`src/sys_irq_pkg.sv`:
```
/*
 * package for the system interrupt enable and flag registers: offsets, bit
 * positions, reset values and the byte bus request carrier.
 * assumes a byte-wide peripheral bus clocked by clk_sys.
 */
package sys_irq_pkg;
    // ==========================================================
    // address map
    localparam logic [15:0] REGION_BASE = 16'h0000;
    localparam logic [15:0] REGION_LAST = 16'h000F;
    localparam logic [15:0] PERIPH8_BASE = 16'h0010;
    localparam logic [15:0] OFS_ENABLE_1 = 16'h0000;
    localparam logic [15:0] OFS_ENABLE_2 = 16'h0001;
    localparam logic [15:0] OFS_FLAG_1 = 16'h0002;
    localparam logic [15:0] OFS_FLAG_2 = 16'h0003;
    // ==========================================================
    // enable register bits
    localparam int BIT_WDOG_IRQ_EN = 0;
    localparam int BIT_OSC_FAULT_IRQ_EN = 1;
    localparam int BIT_PIN_NMI_IRQ_EN = 4;
    localparam int BIT_FLASH_VIOL_IRQ_EN = 5;
    localparam logic [7:0] ENABLE_1_MASK = 8'h33;
    localparam logic [7:0] ENABLE_1_RESET = 8'h00;
    // ==========================================================
    // flag register bits
    localparam int BIT_WDOG_EVENT_FLAG = 0;
    localparam int BIT_OSC_FAULT_FLAG = 1;
    localparam int BIT_POWER_ON_FLAG = 2;
    localparam int BIT_EXT_RESET_FLAG = 3;
    localparam int BIT_PIN_NMI_FLAG = 4;
    localparam logic [7:0] FLAG_1_MASK = 8'h1F;
    localparam logic [7:0] FLAG_1_POR_RESET = 8'h04;
    localparam logic [7:0] FLAG_1_PUC_RESET = 8'h02;
    // ==========================================================
    // nmi vector and priority, consumed by the vector logic outside
    localparam logic [15:0] NMI_VECTOR_ADDR = 16'hFFFC;
    localparam logic [4:0] NMI_PRIORITY = 5'h1E;

    typedef struct packed {
        logic sel;
        logic wr;
        logic [15:0] addr;
        logic [7:0] wdata;
    } byte_req_t;
endpackage

```
`src/system_irq_enable_flag_regs.sv`:
```
/*
 * system interrupt enable and flag registers at the bottom of the map.
 * assumes: single-cycle byte bus from the cpu, event inputs are one-cycle
 * pulses on clk_sys, rst_n is the raw power-on reset, puc a one-cycle
 * synchronous power-up-clear pulse from the reset logic.
 */
// What this block does
// - source enable gates its nmi request; the global enable has no say
// - only defined bit positions are real flip-flops
// - enable reg at 00h: bits 0,1,4,5, read/write, cleared by puc
// - watchdog enable gates its request only in interval timer mode
// - flag reg at 02h: bits 0..4 as listed, read/write
// - por bits reset only on por, puc bits on every puc
// - por clears wdog and ext reset, sets power on; puc sets osc, clears nmi
// - watchdog flag set on overflow in watchdog mode or key violation
// - watchdog flag cleared on power-on and on pin reset
// - oscillator fault flag set on each detected fault
// - ext reset flag set on pin reset, cleared on power-up
// - pin nmi flag set on a pin nmi event
// - flags of other peripherals live in their own modules
// - region decodes 0x0000..0x000F, below the 8-bit peripheral space
// - nmi, osc fault, flash violation share vector 0xFFFC, priority 30
`timescale 1ns/1ps
`default_nettype none
module system_irq_enable_flag_regs (
    input wire logic clk_sys,
    input wire logic rst_n,
    input wire logic power_up_clear,
    input wire sys_irq_pkg::byte_req_t bus_req,
    output logic [7:0] bus_rdata,
    output logic region_hit,
    input wire logic wdog_interval_mode,
    input wire logic wdog_overflow,
    input wire logic wdog_interval_event,
    input wire logic key_violation,
    input wire logic osc_fault_detect,
    input wire logic pin_reset_event,
    input wire logic pin_nmi_event,
    input wire logic flash_viol_req,
    output logic wdog_irq_req,
    output logic nmi_req
);
    import sys_irq_pkg::*;

    // ==========================================================
    // reset release
    logic rst_s1_q;
    logic rst_s2_q;
    // two stages keep the release glitch free against clk_sys
    always_ff @(posedge clk_sys or negedge rst_n) begin
        if (!rst_n) begin
            rst_s1_q <= 1'b0;
            rst_s2_q <= 1'b0;
        end else begin
            rst_s1_q <= 1'b1;
            rst_s2_q <= rst_s1_q;
        end
    end
    wire logic rst_sync_n = rst_s2_q;

    // ==========================================================
    // decode
    function automatic logic hit_at(input logic [15:0] a, input logic [15:0] ofs);
        hit_at = (a == ofs);
    endfunction
    wire logic in_region = bus_req.sel && (bus_req.addr <= REGION_LAST);
    // a single byte bus: at most one of the strobes below is high in any cycle
    wire logic wr_en1 = in_region && bus_req.wr && hit_at(bus_req.addr, OFS_ENABLE_1);
    wire logic wr_flg1 = in_region && bus_req.wr && hit_at(bus_req.addr, OFS_FLAG_1);
    wire logic rd_en1 = in_region && !bus_req.wr && hit_at(bus_req.addr, OFS_ENABLE_1);
    wire logic rd_flg1 = in_region && !bus_req.wr && hit_at(bus_req.addr, OFS_FLAG_1);
    assign region_hit = in_region;

    // ==========================================================
    // enable bits: only four flip-flops exist
    logic wdog_irq_en_q;
    logic osc_fault_irq_en_q;
    logic pin_nmi_irq_en_q;
    logic flash_viol_irq_en_q;
    // puc is tested ahead of the write, so a clear and a write together leave zeros
    always_ff @(posedge clk_sys or negedge rst_sync_n) begin
        if (!rst_sync_n) begin
            wdog_irq_en_q <= ENABLE_1_RESET[BIT_WDOG_IRQ_EN];
            osc_fault_irq_en_q <= ENABLE_1_RESET[BIT_OSC_FAULT_IRQ_EN];
            pin_nmi_irq_en_q <= ENABLE_1_RESET[BIT_PIN_NMI_IRQ_EN];
            flash_viol_irq_en_q <= ENABLE_1_RESET[BIT_FLASH_VIOL_IRQ_EN];
        end else if (power_up_clear) begin
            wdog_irq_en_q <= ENABLE_1_RESET[BIT_WDOG_IRQ_EN];
            osc_fault_irq_en_q <= ENABLE_1_RESET[BIT_OSC_FAULT_IRQ_EN];
            pin_nmi_irq_en_q <= ENABLE_1_RESET[BIT_PIN_NMI_IRQ_EN];
            flash_viol_irq_en_q <= ENABLE_1_RESET[BIT_FLASH_VIOL_IRQ_EN];
        end else if (wr_en1) begin
            wdog_irq_en_q <= bus_req.wdata[BIT_WDOG_IRQ_EN];
            osc_fault_irq_en_q <= bus_req.wdata[BIT_OSC_FAULT_IRQ_EN];
            pin_nmi_irq_en_q <= bus_req.wdata[BIT_PIN_NMI_IRQ_EN];
            flash_viol_irq_en_q <= bus_req.wdata[BIT_FLASH_VIOL_IRQ_EN];
        end
    end

    // ==========================================================
    // flag bits; hardware set wins over a software write of zero
    logic wdog_event_flag_q;
    logic osc_fault_flag_q;
    logic power_on_flag_q;
    logic ext_reset_flag_q;
    logic pin_nmi_flag_q;
    // watchdog-mode overflow or key violation sets; interval events are the timer's own
    wire logic wdog_set = (wdog_overflow && !wdog_interval_mode) || key_violation;
    // ext reset and the other por bits ignore puc: only rst_n restores them
    always_ff @(posedge clk_sys or negedge rst_sync_n) begin
        if (!rst_sync_n) begin
            wdog_event_flag_q <= FLAG_1_POR_RESET[BIT_WDOG_EVENT_FLAG];
            power_on_flag_q <= FLAG_1_POR_RESET[BIT_POWER_ON_FLAG];
            ext_reset_flag_q <= FLAG_1_POR_RESET[BIT_EXT_RESET_FLAG];
        end else begin
            if (pin_reset_event) begin
                wdog_event_flag_q <= 1'b0;
            end else if (wdog_set) begin
                wdog_event_flag_q <= 1'b1;
            end else if (wr_flg1) begin
                wdog_event_flag_q <= bus_req.wdata[BIT_WDOG_EVENT_FLAG];
            end
            if (wr_flg1) begin
                power_on_flag_q <= bus_req.wdata[BIT_POWER_ON_FLAG];
            end
            if (pin_reset_event) begin
                ext_reset_flag_q <= 1'b1;
            end else if (wr_flg1) begin
                ext_reset_flag_q <= bus_req.wdata[BIT_EXT_RESET_FLAG];
            end
        end
    end

    // puc-initialised flags: oscillator fault and pin nmi
    always_ff @(posedge clk_sys or negedge rst_sync_n) begin
        if (!rst_sync_n) begin
            osc_fault_flag_q <= FLAG_1_PUC_RESET[BIT_OSC_FAULT_FLAG];
            pin_nmi_flag_q <= FLAG_1_PUC_RESET[BIT_PIN_NMI_FLAG];
        end else if (power_up_clear) begin
            osc_fault_flag_q <= FLAG_1_PUC_RESET[BIT_OSC_FAULT_FLAG];
            pin_nmi_flag_q <= FLAG_1_PUC_RESET[BIT_PIN_NMI_FLAG];
        end else begin
            if (osc_fault_detect) begin
                osc_fault_flag_q <= 1'b1;
            end else if (wr_flg1) begin
                osc_fault_flag_q <= bus_req.wdata[BIT_OSC_FAULT_FLAG];
            end
            if (pin_nmi_event) begin
                pin_nmi_flag_q <= 1'b1;
            end else if (wr_flg1) begin
                pin_nmi_flag_q <= bus_req.wdata[BIT_PIN_NMI_FLAG];
            end
        end
    end

    // ==========================================================
    // register images; unused bits are constant zero, not storage
    wire logic [7:0] enable_1_img = {2'b00, flash_viol_irq_en_q, pin_nmi_irq_en_q, 2'b00,
                                     osc_fault_irq_en_q, wdog_irq_en_q};
    wire logic [7:0] flag_1_img = {3'b000, pin_nmi_flag_q, ext_reset_flag_q,
                                   power_on_flag_q, osc_fault_flag_q, wdog_event_flag_q};
    // second registers and the rest of the region read zero
    wire logic [7:0] rd_mux = rd_en1 ? (enable_1_img & ENABLE_1_MASK) :
                              rd_flg1 ? (flag_1_img & FLAG_1_MASK) : 8'h00;
    // registered read data: valid in the cycle after the request, zero otherwise
    logic [7:0] rdata_q;
    always_ff @(posedge clk_sys or negedge rst_sync_n) begin
        if (!rst_sync_n) begin
            rdata_q <= 8'h00;
        end else begin
            rdata_q <= rd_mux;
        end
    end
    assign bus_rdata = rdata_q;

    // ==========================================================
    // requests; no global interrupt enable input exists, so it cannot mask
    assign nmi_req = (pin_nmi_flag_q && pin_nmi_irq_en_q) ||
                     (osc_fault_flag_q && osc_fault_irq_en_q) ||
                     (flash_viol_req && flash_viol_irq_en_q);
    // interval events are flagged inside the timer; enable only gates them there
    assign wdog_irq_req = wdog_interval_mode && wdog_interval_event && wdog_irq_en_q;

    // ==========================================================
    // checks; every property runs on clk_sys and sleeps while reset is held
    // request gating: each source enable masks only its own share of the line
    chk_nmi_gate: assert property (
        @(posedge clk_sys) disable iff (!rst_sync_n)
        (pin_nmi_flag_q && pin_nmi_irq_en_q) |-> nmi_req)
        else $error("nmi request missing");
    chk_nmi_block: assert property (
        @(posedge clk_sys) disable iff (!rst_sync_n)
        (!pin_nmi_irq_en_q && !osc_fault_irq_en_q && !flash_viol_irq_en_q) |-> !nmi_req)
        else $error("nmi request while disabled");
    chk_osc_masked: assert property (
        @(posedge clk_sys) disable iff (!rst_sync_n)
        (osc_fault_flag_q && !osc_fault_irq_en_q && !pin_nmi_flag_q && !flash_viol_req) |-> !nmi_req)
        else $error("masked osc fault raised nmi");
    chk_flash_gate: assert property (
        @(posedge clk_sys) disable iff (!rst_sync_n)
        (flash_viol_req && flash_viol_irq_en_q) |-> nmi_req)
        else $error("flash violation request missing");
    // watchdog enable matters only when the timer runs in interval mode
    chk_wdog_mode: assert property (
        @(posedge clk_sys) disable iff (!rst_sync_n)
        !wdog_interval_mode |-> !wdog_irq_req)
        else $error("watchdog irq in reset mode");
    chk_wdog_gate: assert property (
        @(posedge clk_sys) disable iff (!rst_sync_n)
        (wdog_interval_mode && !wdog_irq_en_q) |-> !wdog_irq_req)
        else $error("watchdog irq while disabled");
    // power-up clear: its own bits reset, the power on and ext reset flags kept
    chk_puc_enable: assert property (
        @(posedge clk_sys) disable iff (!rst_sync_n)
        power_up_clear |=> (enable_1_img == 8'h00))
        else $error("enable not cleared by puc");
    chk_puc_flags: assert property (
        @(posedge clk_sys) disable iff (!rst_sync_n)
        power_up_clear |=> (osc_fault_flag_q && !pin_nmi_flag_q))
        else $error("puc flags wrong");
    chk_puc_keeps_por: assert property (
        @(posedge clk_sys) disable iff (!rst_sync_n)
        (power_up_clear && !wr_flg1 && !pin_reset_event) |=> $stable(power_on_flag_q))
        else $error("por flag disturbed by puc");
    chk_puc_keeps_ext: assert property (
        @(posedge clk_sys) disable iff (!rst_sync_n)
        (power_up_clear && !wr_flg1 && !pin_reset_event) |=> $stable(ext_reset_flag_q))
        else $error("ext reset flag disturbed by puc");
    // hardware set and clear paths
    chk_wdog_set: assert property (
        @(posedge clk_sys) disable iff (!rst_sync_n)
        (key_violation && !pin_reset_event) |=> wdog_event_flag_q)
        else $error("watchdog flag not set");
    chk_wdog_overflow: assert property (
        @(posedge clk_sys) disable iff (!rst_sync_n)
        (wdog_overflow && !wdog_interval_mode && !pin_reset_event) |=> wdog_event_flag_q)
        else $error("watchdog overflow not flagged");
    chk_pin_reset: assert property (
        @(posedge clk_sys) disable iff (!rst_sync_n)
        pin_reset_event |=> (ext_reset_flag_q && !wdog_event_flag_q))
        else $error("pin reset flags wrong");
    chk_osc_set: assert property (
        @(posedge clk_sys) disable iff (!rst_sync_n)
        osc_fault_detect |=> osc_fault_flag_q)
        else $error("osc fault flag not set");
    chk_nmi_set: assert property (
        @(posedge clk_sys) disable iff (!rst_sync_n)
        (pin_nmi_event && !power_up_clear) |=> pin_nmi_flag_q)
        else $error("nmi flag not set");
    chk_flag_hold: assert property (
        @(posedge clk_sys) disable iff (!rst_sync_n)
        (pin_nmi_flag_q && !wr_flg1 && !power_up_clear) |=> pin_nmi_flag_q)
        else $error("nmi flag dropped");
    // software access: writes land, reads return the image of the request cycle
    chk_en_write: assert property (
        @(posedge clk_sys) disable iff (!rst_sync_n)
        (wr_en1 && !power_up_clear) |=> (enable_1_img == ($past(bus_req.wdata) & ENABLE_1_MASK)))
        else $error("enable write lost");
    chk_por_write: assert property (
        @(posedge clk_sys) disable iff (!rst_sync_n)
        wr_flg1 |=> (power_on_flag_q == $past(bus_req.wdata[BIT_POWER_ON_FLAG])))
        else $error("power on flag write lost");
    chk_ext_write: assert property (
        @(posedge clk_sys) disable iff (!rst_sync_n)
        (wr_flg1 && bus_req.wdata[BIT_EXT_RESET_FLAG]) |=> ext_reset_flag_q)
        else $error("ext reset flag write lost");
    chk_flag_clear: assert property (
        @(posedge clk_sys) disable iff (!rst_sync_n)
        (wr_flg1 && !bus_req.wdata[BIT_PIN_NMI_FLAG] && !pin_nmi_event) |=> !pin_nmi_flag_q)
        else $error("nmi flag not cleared by write");
    chk_en_read: assert property (
        @(posedge clk_sys) disable iff (!rst_sync_n)
        rd_en1 |=> (bus_rdata == $past(enable_1_img)))
        else $error("enable read wrong");
    chk_flag_read: assert property (
        @(posedge clk_sys) disable iff (!rst_sync_n)
        rd_flg1 |=> (bus_rdata == $past(flag_1_img)))
        else $error("flag read wrong");
    // the rest of the region is inert and the space beyond it is not decoded here
    chk_rsvd_read: assert property (
        @(posedge clk_sys) disable iff (!rst_sync_n)
        (in_region && !bus_req.wr && !hit_at(bus_req.addr, OFS_ENABLE_1)
         && !hit_at(bus_req.addr, OFS_FLAG_1)) |=> (bus_rdata == 8'h00))
        else $error("reserved read not zero");
    chk_rsvd_write: assert property (
        @(posedge clk_sys) disable iff (!rst_sync_n)
        (in_region && bus_req.wr && hit_at(bus_req.addr, OFS_ENABLE_2) && !power_up_clear)
        |=> $stable(enable_1_img))
        else $error("reserved write changed enables");
    chk_outside: assert property (
        @(posedge clk_sys) disable iff (!rst_sync_n)
        (bus_req.sel && (bus_req.addr >= PERIPH8_BASE)) |-> !region_hit)
        else $error("peripheral space decoded as region");
    // main scenarios
    cov_nmi: cover property (@(posedge clk_sys) disable iff (!rst_sync_n) nmi_req);
    cov_wdog: cover property (@(posedge clk_sys) disable iff (!rst_sync_n) wdog_irq_req);
    cov_set_clear: cover property (@(posedge clk_sys) disable iff (!rst_sync_n)
        pin_nmi_event && wr_flg1);
    cov_puc: cover property (@(posedge clk_sys) disable iff (!rst_sync_n) power_up_clear);
    cov_flash_nmi: cover property (@(posedge clk_sys) disable iff (!rst_sync_n)
        nmi_req && flash_viol_req);
endmodule
`default_nettype wire

```
`config.mk`:
```
export PLATFORM = sky130hd
export DESIGN_NAME = system_irq_enable_flag_regs
export DESIGN_NICKNAME = d
export VERILOG_FILES = /design/src/sys_irq_pkg.sv /design/src/system_irq_enable_flag_regs.sv
export SDC_FILE = /design/constraint.sdc
export NUM_CORES = 1
export LEC_CHECK = 0
export BUFFER_PORTS_ARGS = -buffer_cell sky130_fd_sc_hd__buf_4
export CAP_MARGIN = 30
export CORE_AREA = 3 3 50 52
export DETAILED_ROUTE_END_ITERATION = 6
export DIE_AREA = 0 0 53 55
export PLACE_DENSITY = 0.73
export SLEW_MARGIN = 10
export SYNTH_ARGS = -nofsm -noshare
export SYNTH_HDL_FRONTEND = slang
export SYNTH_SLANG_ARGS = --single-unit
```
`constraint.sdc`:
```
create_clock -name clk_sys -period 1.8 [get_ports clk_sys]
set_input_delay 0.36 -clock clk_sys [delete_from_list [all_inputs] [get_ports clk_sys]]
set_output_delay 0.36 -clock clk_sys [all_outputs]
set_load 0.05 [all_outputs]
```
==> results of run 1 <==
## cells by family (layout without fill, tap and decap cells)
family          after synthesis  count (layout)
compound gates               17              17
buf+inv                       8              56
other cells                   2               3
simple gates                 35              35
flops                        17              17
mux                           4               4
## metal layers
metal | vias to the layer above | global-route usage [%] | share of wire, % | routed length, µm
met4 | 0 | 7.66 | 0 | 0
met2 | 47 | 26.0 | 51 | 1060
met1 | 384 | 20.6 | 40 | 833
met5 | - | 0 | 0 | 0
li1 | 394 | - | - | -
met3 | 0 | 2.14 | 8.2 | 170
## power by group
| part | internal, µW | switching, µW |
|---|---|---|
| Combinational | 62.1 | 44.3 |
| Sequential | 387 | 8.48 |
| Clock | 86.2 | 116 |
## through the flow
| step | hold WS (ns) | power (µW) |
|---|---|---|
| 6_report | 0.218 | 705 |
| 3_3_place_gp | 0.142 | 505 |
| 4_1_cts | 0.212 | 709 |
| 3_5_place_dp | 0.146 | 508 |
| 5_1_grt | 0.201 | 739 |
| 2_1_floorplan | 0.0644 | 438 |
## placed cells by master (no fill, tap or decap), types with 2 or more instances in the layout
cell      count
nor2b_1       2
o21ai_0       7
nand4_1       6
conb_1        3
clkbuf_4      3
dfstp_2       2
nor2_1        7
nand3_1       4
a31oi_1       2
dfrtp_1      15
nor3_1        3
a21oi_1       5
mux2i_1       3
and3_1        4
inv_1         3
and2_1        2
buf_4        48
## cell type report
cell class | count | area [µm²]
multi-input combinational | 59 | 388
timing repair buffer | 49 | 370
tap | 28 | 35.0
inverter | 3 | 11.3
fill | 196 | 890
clock buffer | 4 | 26.3
sequential | 17 | 428
## path summary, 6_finish.rpt
check	depth (start not counted)	slack, ns	start	to
max	3	0.09	pin_nmi_irq_en_q	nmi_req
min	2	0.22	pin_reset_event	wdog_event_flag_q
max reg2reg	2	0.92	ext_reset_flag_q	ext_reset_flag_q
min reg2reg	0	0.25	rst_s2_q	wdog_irq_en_q
max in group asynchronous	0	1.16	rst_s2_q	bus_rdata[5]
min in group asynchronous	0	0.25	rst_s2_q	wdog_irq_en_q
==> flow_summary_export.csv, run 1 <==
group,metric,value,unit
run_status,outcome,"completed",
timing,setup_viol,0,
final_layout,stdcell_area,0.00126,mm²
worst_setup_path,slowest_stage,"dfrtp_1",
drt,first_iter_violations,17,
synthesis,yosys-top-cells-count,"dfrtp_1 (15), nor2_1 (7), o21ai_0 (7), nand4_1 (6), a21oi_1 (5)",
worst_setup_path,cp.arrival,1.35,ns
synthesis,seq_area_frac_synth,50.0,%
floorplan,ioPinCount,48,
clock_tree,cts_htree_levels,1,
final_layout,finalNonFillerCells,160,
drt,route.detailed.drc,0,
timing,worst_slack,0.0926,ns
drt,drt.antenna.violating_nets,0,
timing,tns,0,ns
synthesis,synthAdderAreaFrac,0,%
drt,viasPerCell,5.16,
worst_setup_path,crit_chain,"a222oi_1 > inv_1 > buf_4",
clock_tree,ctsLongestPathBuffers,2,
clock_tree,post_cts_resized,0,
floorplan,start_util,39.8,%
drt,wl_per_cell,12.9,µm
synthesis,synthTopCellsByArea,"dfrtp_1 (44%), dfstp_2 (6.1%), nand4_1 (4.4%)",
clock_tree,cts_setup_buffers,0,
final_layout,drive_gt1_share,45.5,%
place,dp_hpwl,1.69,mm
worst_setup_path,max_stage_delay,0.41,ns
clock_tree,numCtsBuffers,3,
worst_setup_path,start_kind,"flip-flop",
synthesis,synth-simple-area-share,27.5,%
drt,dr.pass1.iters,4,
clock_tree,cts_tree,"yes",
drt,num_vias,825,
timing,finalCritPeriodShare,94.9,%
timing,hold_viol_final,0,
place,globalplace.congestion,0.763,
global_route,overflow,0,
synthesis,syn_inst,83,
synthesis,netlist.area_leader.share,43.9,%
synthesis,syn-mean-instance-area,10.3,µm²
synthesis,synth.largest_area_cell,"dfrtp_1",
synthesis,synth_top_family_by_area,"simple AND/OR/NAND/NOR gates",
power_and_ir_drop,peakVddDrop,0.334,mV
floorplan,die-area,0.00292,mm²
worst_setup_path,worstPathMaxFanout,3,
worst_setup_path,path_delay_family,"flip-flops",
timing,rsz0062_at_grt,"no",
synthesis,synth-main-ff-cell,"dfrtp_1",
global_route,first_global_vias,768,
synthesis,synth-xor-area-share,0,%
synthesis,async_reset_ff_share,100,%
global_route,grt_first_pass_wirelength,3.35,mm
synthesis,yosysWarningCount,0,
timing,tightest_slew,0.594,ns
global_route,grt_max_degree,16,
power_and_ir_drop,p_leak,0.000614,µW
floorplan,fp.dieH,55,µm
drt,drt-total-wl,2.06,mm
final_layout,largest_register_ffs,6,
final_layout,nets,170,
job,drv_cap,0,
clock_tree,cts_hold_buffers,1,
timing,finClkSkew,0.00451,ns
worst_setup_path,crit_path_end_kind,"output pin",
final_layout,antenna_cells,0,
synthesis,synth_cell_types,27,
clock_tree,path_clk_slew,0.10,ns
timing,min_period,1.71,ns
synthesis,synth_area,856,µm²
clock_tree,cts_root_buffer,"clkbuf_4",
floorplan,core,0.00215,mm²
place,place_area,0.00122,mm²
synthesis,synth_edf_count,0,
final_layout,areaGrowthSynthToFinish,47.1,%
floorplan,fp-row-count,17,
global_route,grtUsageTotal,15.8,%
synthesis,synthMuxAreaShare,4.82,%
worst_setup_path,critPathBufInv,2,
global_route,antenna_found_initial,0,
worst_setup_path,critical_path_class,"reg2out",
synthesis,yosysMostFrequentCell,"dfrtp_1",
timing,slew_viol_final,0,
timing,slew_headroom,60.4,%
place,pre_cts_ws,0.00380,ns
synthesis,synth_seq_cells,17,
place,numPlacedInstances,155,
floorplan,die_x,53,µm
place,port_buffers,43,
timing,fmax,586,MHz
min_path,hp-class,"in2reg",
clock_tree,clock_latency,0.29,ns
clock_tree,clock_sinks,17,
final_layout,fin_util,58.6,%
worst_setup_path,worst_ep_required_time,1.44,ns
power_and_ir_drop,powerDensity,560,mW/mm²
synthesis,synth_compound_area_share,11.5,%
No activity file was read; power rests on OpenSTA's default activity.
==> inputs of run 2 (changes only) <==
--- a/config.mk
+++ b/config.mk
@@ -7,10 +7,10 @@
 export LEC_CHECK = 0
 export BUFFER_PORTS_ARGS = -buffer_cell sky130_fd_sc_hd__buf_4
 export CAP_MARGIN = 30
-export CORE_AREA = 3 3 50 52
+export CORE_AREA = 3 3 52 54
 export DETAILED_ROUTE_END_ITERATION = 6
-export DIE_AREA = 0 0 53 55
-export PLACE_DENSITY = 0.73
+export DIE_AREA = 0 0 55 57
+export PLACE_DENSITY = 0.71
 export SLEW_MARGIN = 10
 export SYNTH_ARGS = -nofsm -noshare
 export SYNTH_HDL_FRONTEND = slang
==> constraint.sdc (replaced) <==
create_clock -name clk_sys -period 1.5 [get_ports clk_sys]
set_input_delay 0.3 -clock clk_sys [delete_from_list [all_inputs] [get_ports clk_sys]]
set_output_delay 0.3 -clock clk_sys [all_outputs]
set_load 0.05 [all_outputs]
==> run 2 against run 1 <==
The run now ends with negative setup slack left. Design area is 7.1% higher. Sequential share of layout area decreased by 2.2 points. Global-route usage shrank 0.11 points. Core utilization up 1.2 points. Sequential power increased by 20%. Wire length grew 7.0%. Setup slack worse by 0.16 ns. Worst hold slack got worse by 0.069 ns. Count of clock-buffer cells in the layout stayed put. Critical endpoint unchanged.
==> flow_summary_export.csv, run 2 (same netlist as run 1, synthesis figures left out) <==
group,metric,value,unit
worst_setup_path,critPathBufInv,2,
worst_setup_path,crit_path_end_kind,"output pin",
global_route,grt_first_pass_wirelength,3.63,mm
global_route,grt_max_degree,16,
clock_tree,numCtsBuffers,3,
worst_setup_path,slowest_stage,"dfrtp_1",
floorplan,ioPinCount,48,
drt,first_iter_violations,18,
final_layout,antenna_cells,0,
floorplan,fp-row-count,17,
drt,drt-total-wl,2.21,mm
drt,viasPerCell,4.96,
worst_setup_path,max_stage_delay,0.40,ns
min_path,hp-class,"in2reg",
timing,hold_viol_final,0,
global_route,grtUsageTotal,15.7,%
worst_setup_path,reg2reg_depth,2,
worst_setup_path,path_delay_family,"flip-flops",
global_route,overflow,0,
timing,fmax,639,MHz
floorplan,die-area,0.00314,mm²
clock_tree,cts_root_buffer,"clkbuf_4",
min_path,hp-start,"pin_reset_event",
place,place_area,0.00126,mm²
timing,worst_slack,-0.0658,ns
clock_tree,ctsLongestPathBuffers,2,
worst_setup_path,path_depth,3,
final_layout,fillCellCount,211,
floorplan,die_x,55,µm
final_layout,nets,179,
timing,whs,0.149,ns
timing,slew_viol_final,0,
clock_tree,path_clk_slew,0.09,ns
place,globalplace.congestion,0.747,
worst_setup_path,cp.arrival,1.27,ns
min_path,holdPathStages,2,
timing,tightest_slew,0.578,ns
final_layout,stdcell_area,0.00135,mm²
place,port_buffers,43,
drt,num_vias,838,
floorplan,fp.dieH,57,µm
final_layout,mostFrequentLayoutCell,"buf_4",
global_route,first_global_vias,862,
timing,slew_headroom,61.5,%
drt,dr.pass1.iters,4,
timing,finClkSkew,0.000527,ns
drt,drt.antenna.violating_nets,0,
run_status,outcome,"finished with violations",
final_layout,drive_gt1_share,48.9,%
job,drv_cap,0,
worst_setup_path,crit_start,"pin_nmi_irq_en_q",
floorplan,start_util,38.0,%
drt,wl_per_cell,13.1,µm
run_status,violations,"negative setup slack",
final_layout,mostFrequentLayoutCells,"buf_4 (53), dfrtp_1 (15), nor2_1 (7), o21ai_0 (7), nand4_1 (6)",
clock_tree,clock_sinks,17,
worst_setup_path,worst_ep_required_time,1.20,ns
worst_setup_path,worstPathMaxFanout,2,
timing,rsz0062_at_grt,"yes",
timing,setup_viol,2,
power_and_ir_drop,peakVddDrop,0.353,mV
timing,min_period,1.57,ns
worst_setup_path,crit_chain,"a222oi_1 > inv_1 > buf_6",
worst_setup_path,r2r_start,"ext_reset_flag_q",
worst_setup_path,critical_path_class,"reg2out",
timing,finalCritPeriodShare,104,%
floorplan,core,0.00225,mm²
worst_setup_path,start_kind,"flip-flop",
power_and_ir_drop,powerDensity,638,mW/mm²
global_route,antenna_found_initial,0,
place,dp_hpwl,1.74,mm
final_layout,areaGrowthSynthToFinish,57.5,%
final_layout,largest_register_ffs,6,
clock_tree,clock_latency,0.29,ns
clock_tree,cts_htree_levels,1,
clock_tree,cts_tree,"yes",
drt,route.detailed.drc,0,
power_and_ir_drop,p_leak,0.000665,µW
[run 2: cell types whose count changed in the layout (fill, tap and decap cells not counted)]
cell	before	now
and2_2	1	0
and2_4	0	1
and4_2	1	0
and4_4	0	1
buf_4	48	53
buf_6	0	3
buf_8	0	1
[run 2: worst paths after layout]
| path | endpoint | slack, ns |
|---|---|---|
| setup / recovery | nmi_req | -0.07 |
| hold / removal | wdog_event_flag_q | 0.15 |
| setup reg to reg | ext_reset_flag_q | 0.60 |
| hold reg to reg | bus_rdata[3] | 0.24 |
| max in group asynchronous | osc_fault_flag_q | 0.88 |
| min in group asynchronous | bus_rdata[3] | 0.24 |
[run 2: cell type report]
class	count	area, µm²	area share (%)
multi-input combinational	59	390	29.0
sequential	17	428	31.8
tap	28	35.0	2.60
timing repair buffer	58	457	33.9
inverter	3	11.3	0.836
clock buffer	4	26.3	1.95
[run 2: what timing repair did]
| action | in CTS | in global routing |
|---|---|---|
| endpoints found under the setup margin | 2 | 2 |
| pin swaps | 2 | 3 |
| hold endpoints to repair | 2 | 0 |
| buffers inserted | 3 | 1 |
| hold buffers | 1 | 0 |
| resized for setup | 2 | 3 |
[run 2: routing by layer]
metal | global-route usage (%) | share of wire (%) | vias up
li1 | - | - | 412
met1 | 18.9 | 39 | 383
met2 | 26.2 | 51 | 38
met3 | 2.35 | 7.9 | 5
met4 | 8.33 | 2.1 | 0
met5 | 0 | 0 | -
[run 2: worst register-to-register path, stage by stage, from the launching register on]
cell      delay (ns)
dfrtp_1         0.40
a21boi_1        0.13
a211o_1         0.27
[run 2: through the flow]
stage / utilization [%] / worst slack (ns) / std cells / setup TNS [ns] / total power [µW]
after floorplan: - / -0.0178 / 84 / -0.0178 / 526
after global placement: 56.0 / -0.129 / 160 / -0.368 / 610
after detailed placement: 56.0 / -0.130 / 160 / -0.515 / 613
after CTS: 58.9 / -0.0707 / 168 / -0.0872 / 861
after global routing: 59.8 / -0.205 / 169 / -0.290 / 898
final: 59.8 / -0.0658 / 169 / -0.0913 / 859
[run 2: power by group]
part	internal (µW)	switching [µW]	total, µW
combinational	82.6	55.3	138
sequential	465	9.34	474
clock	104	144	248
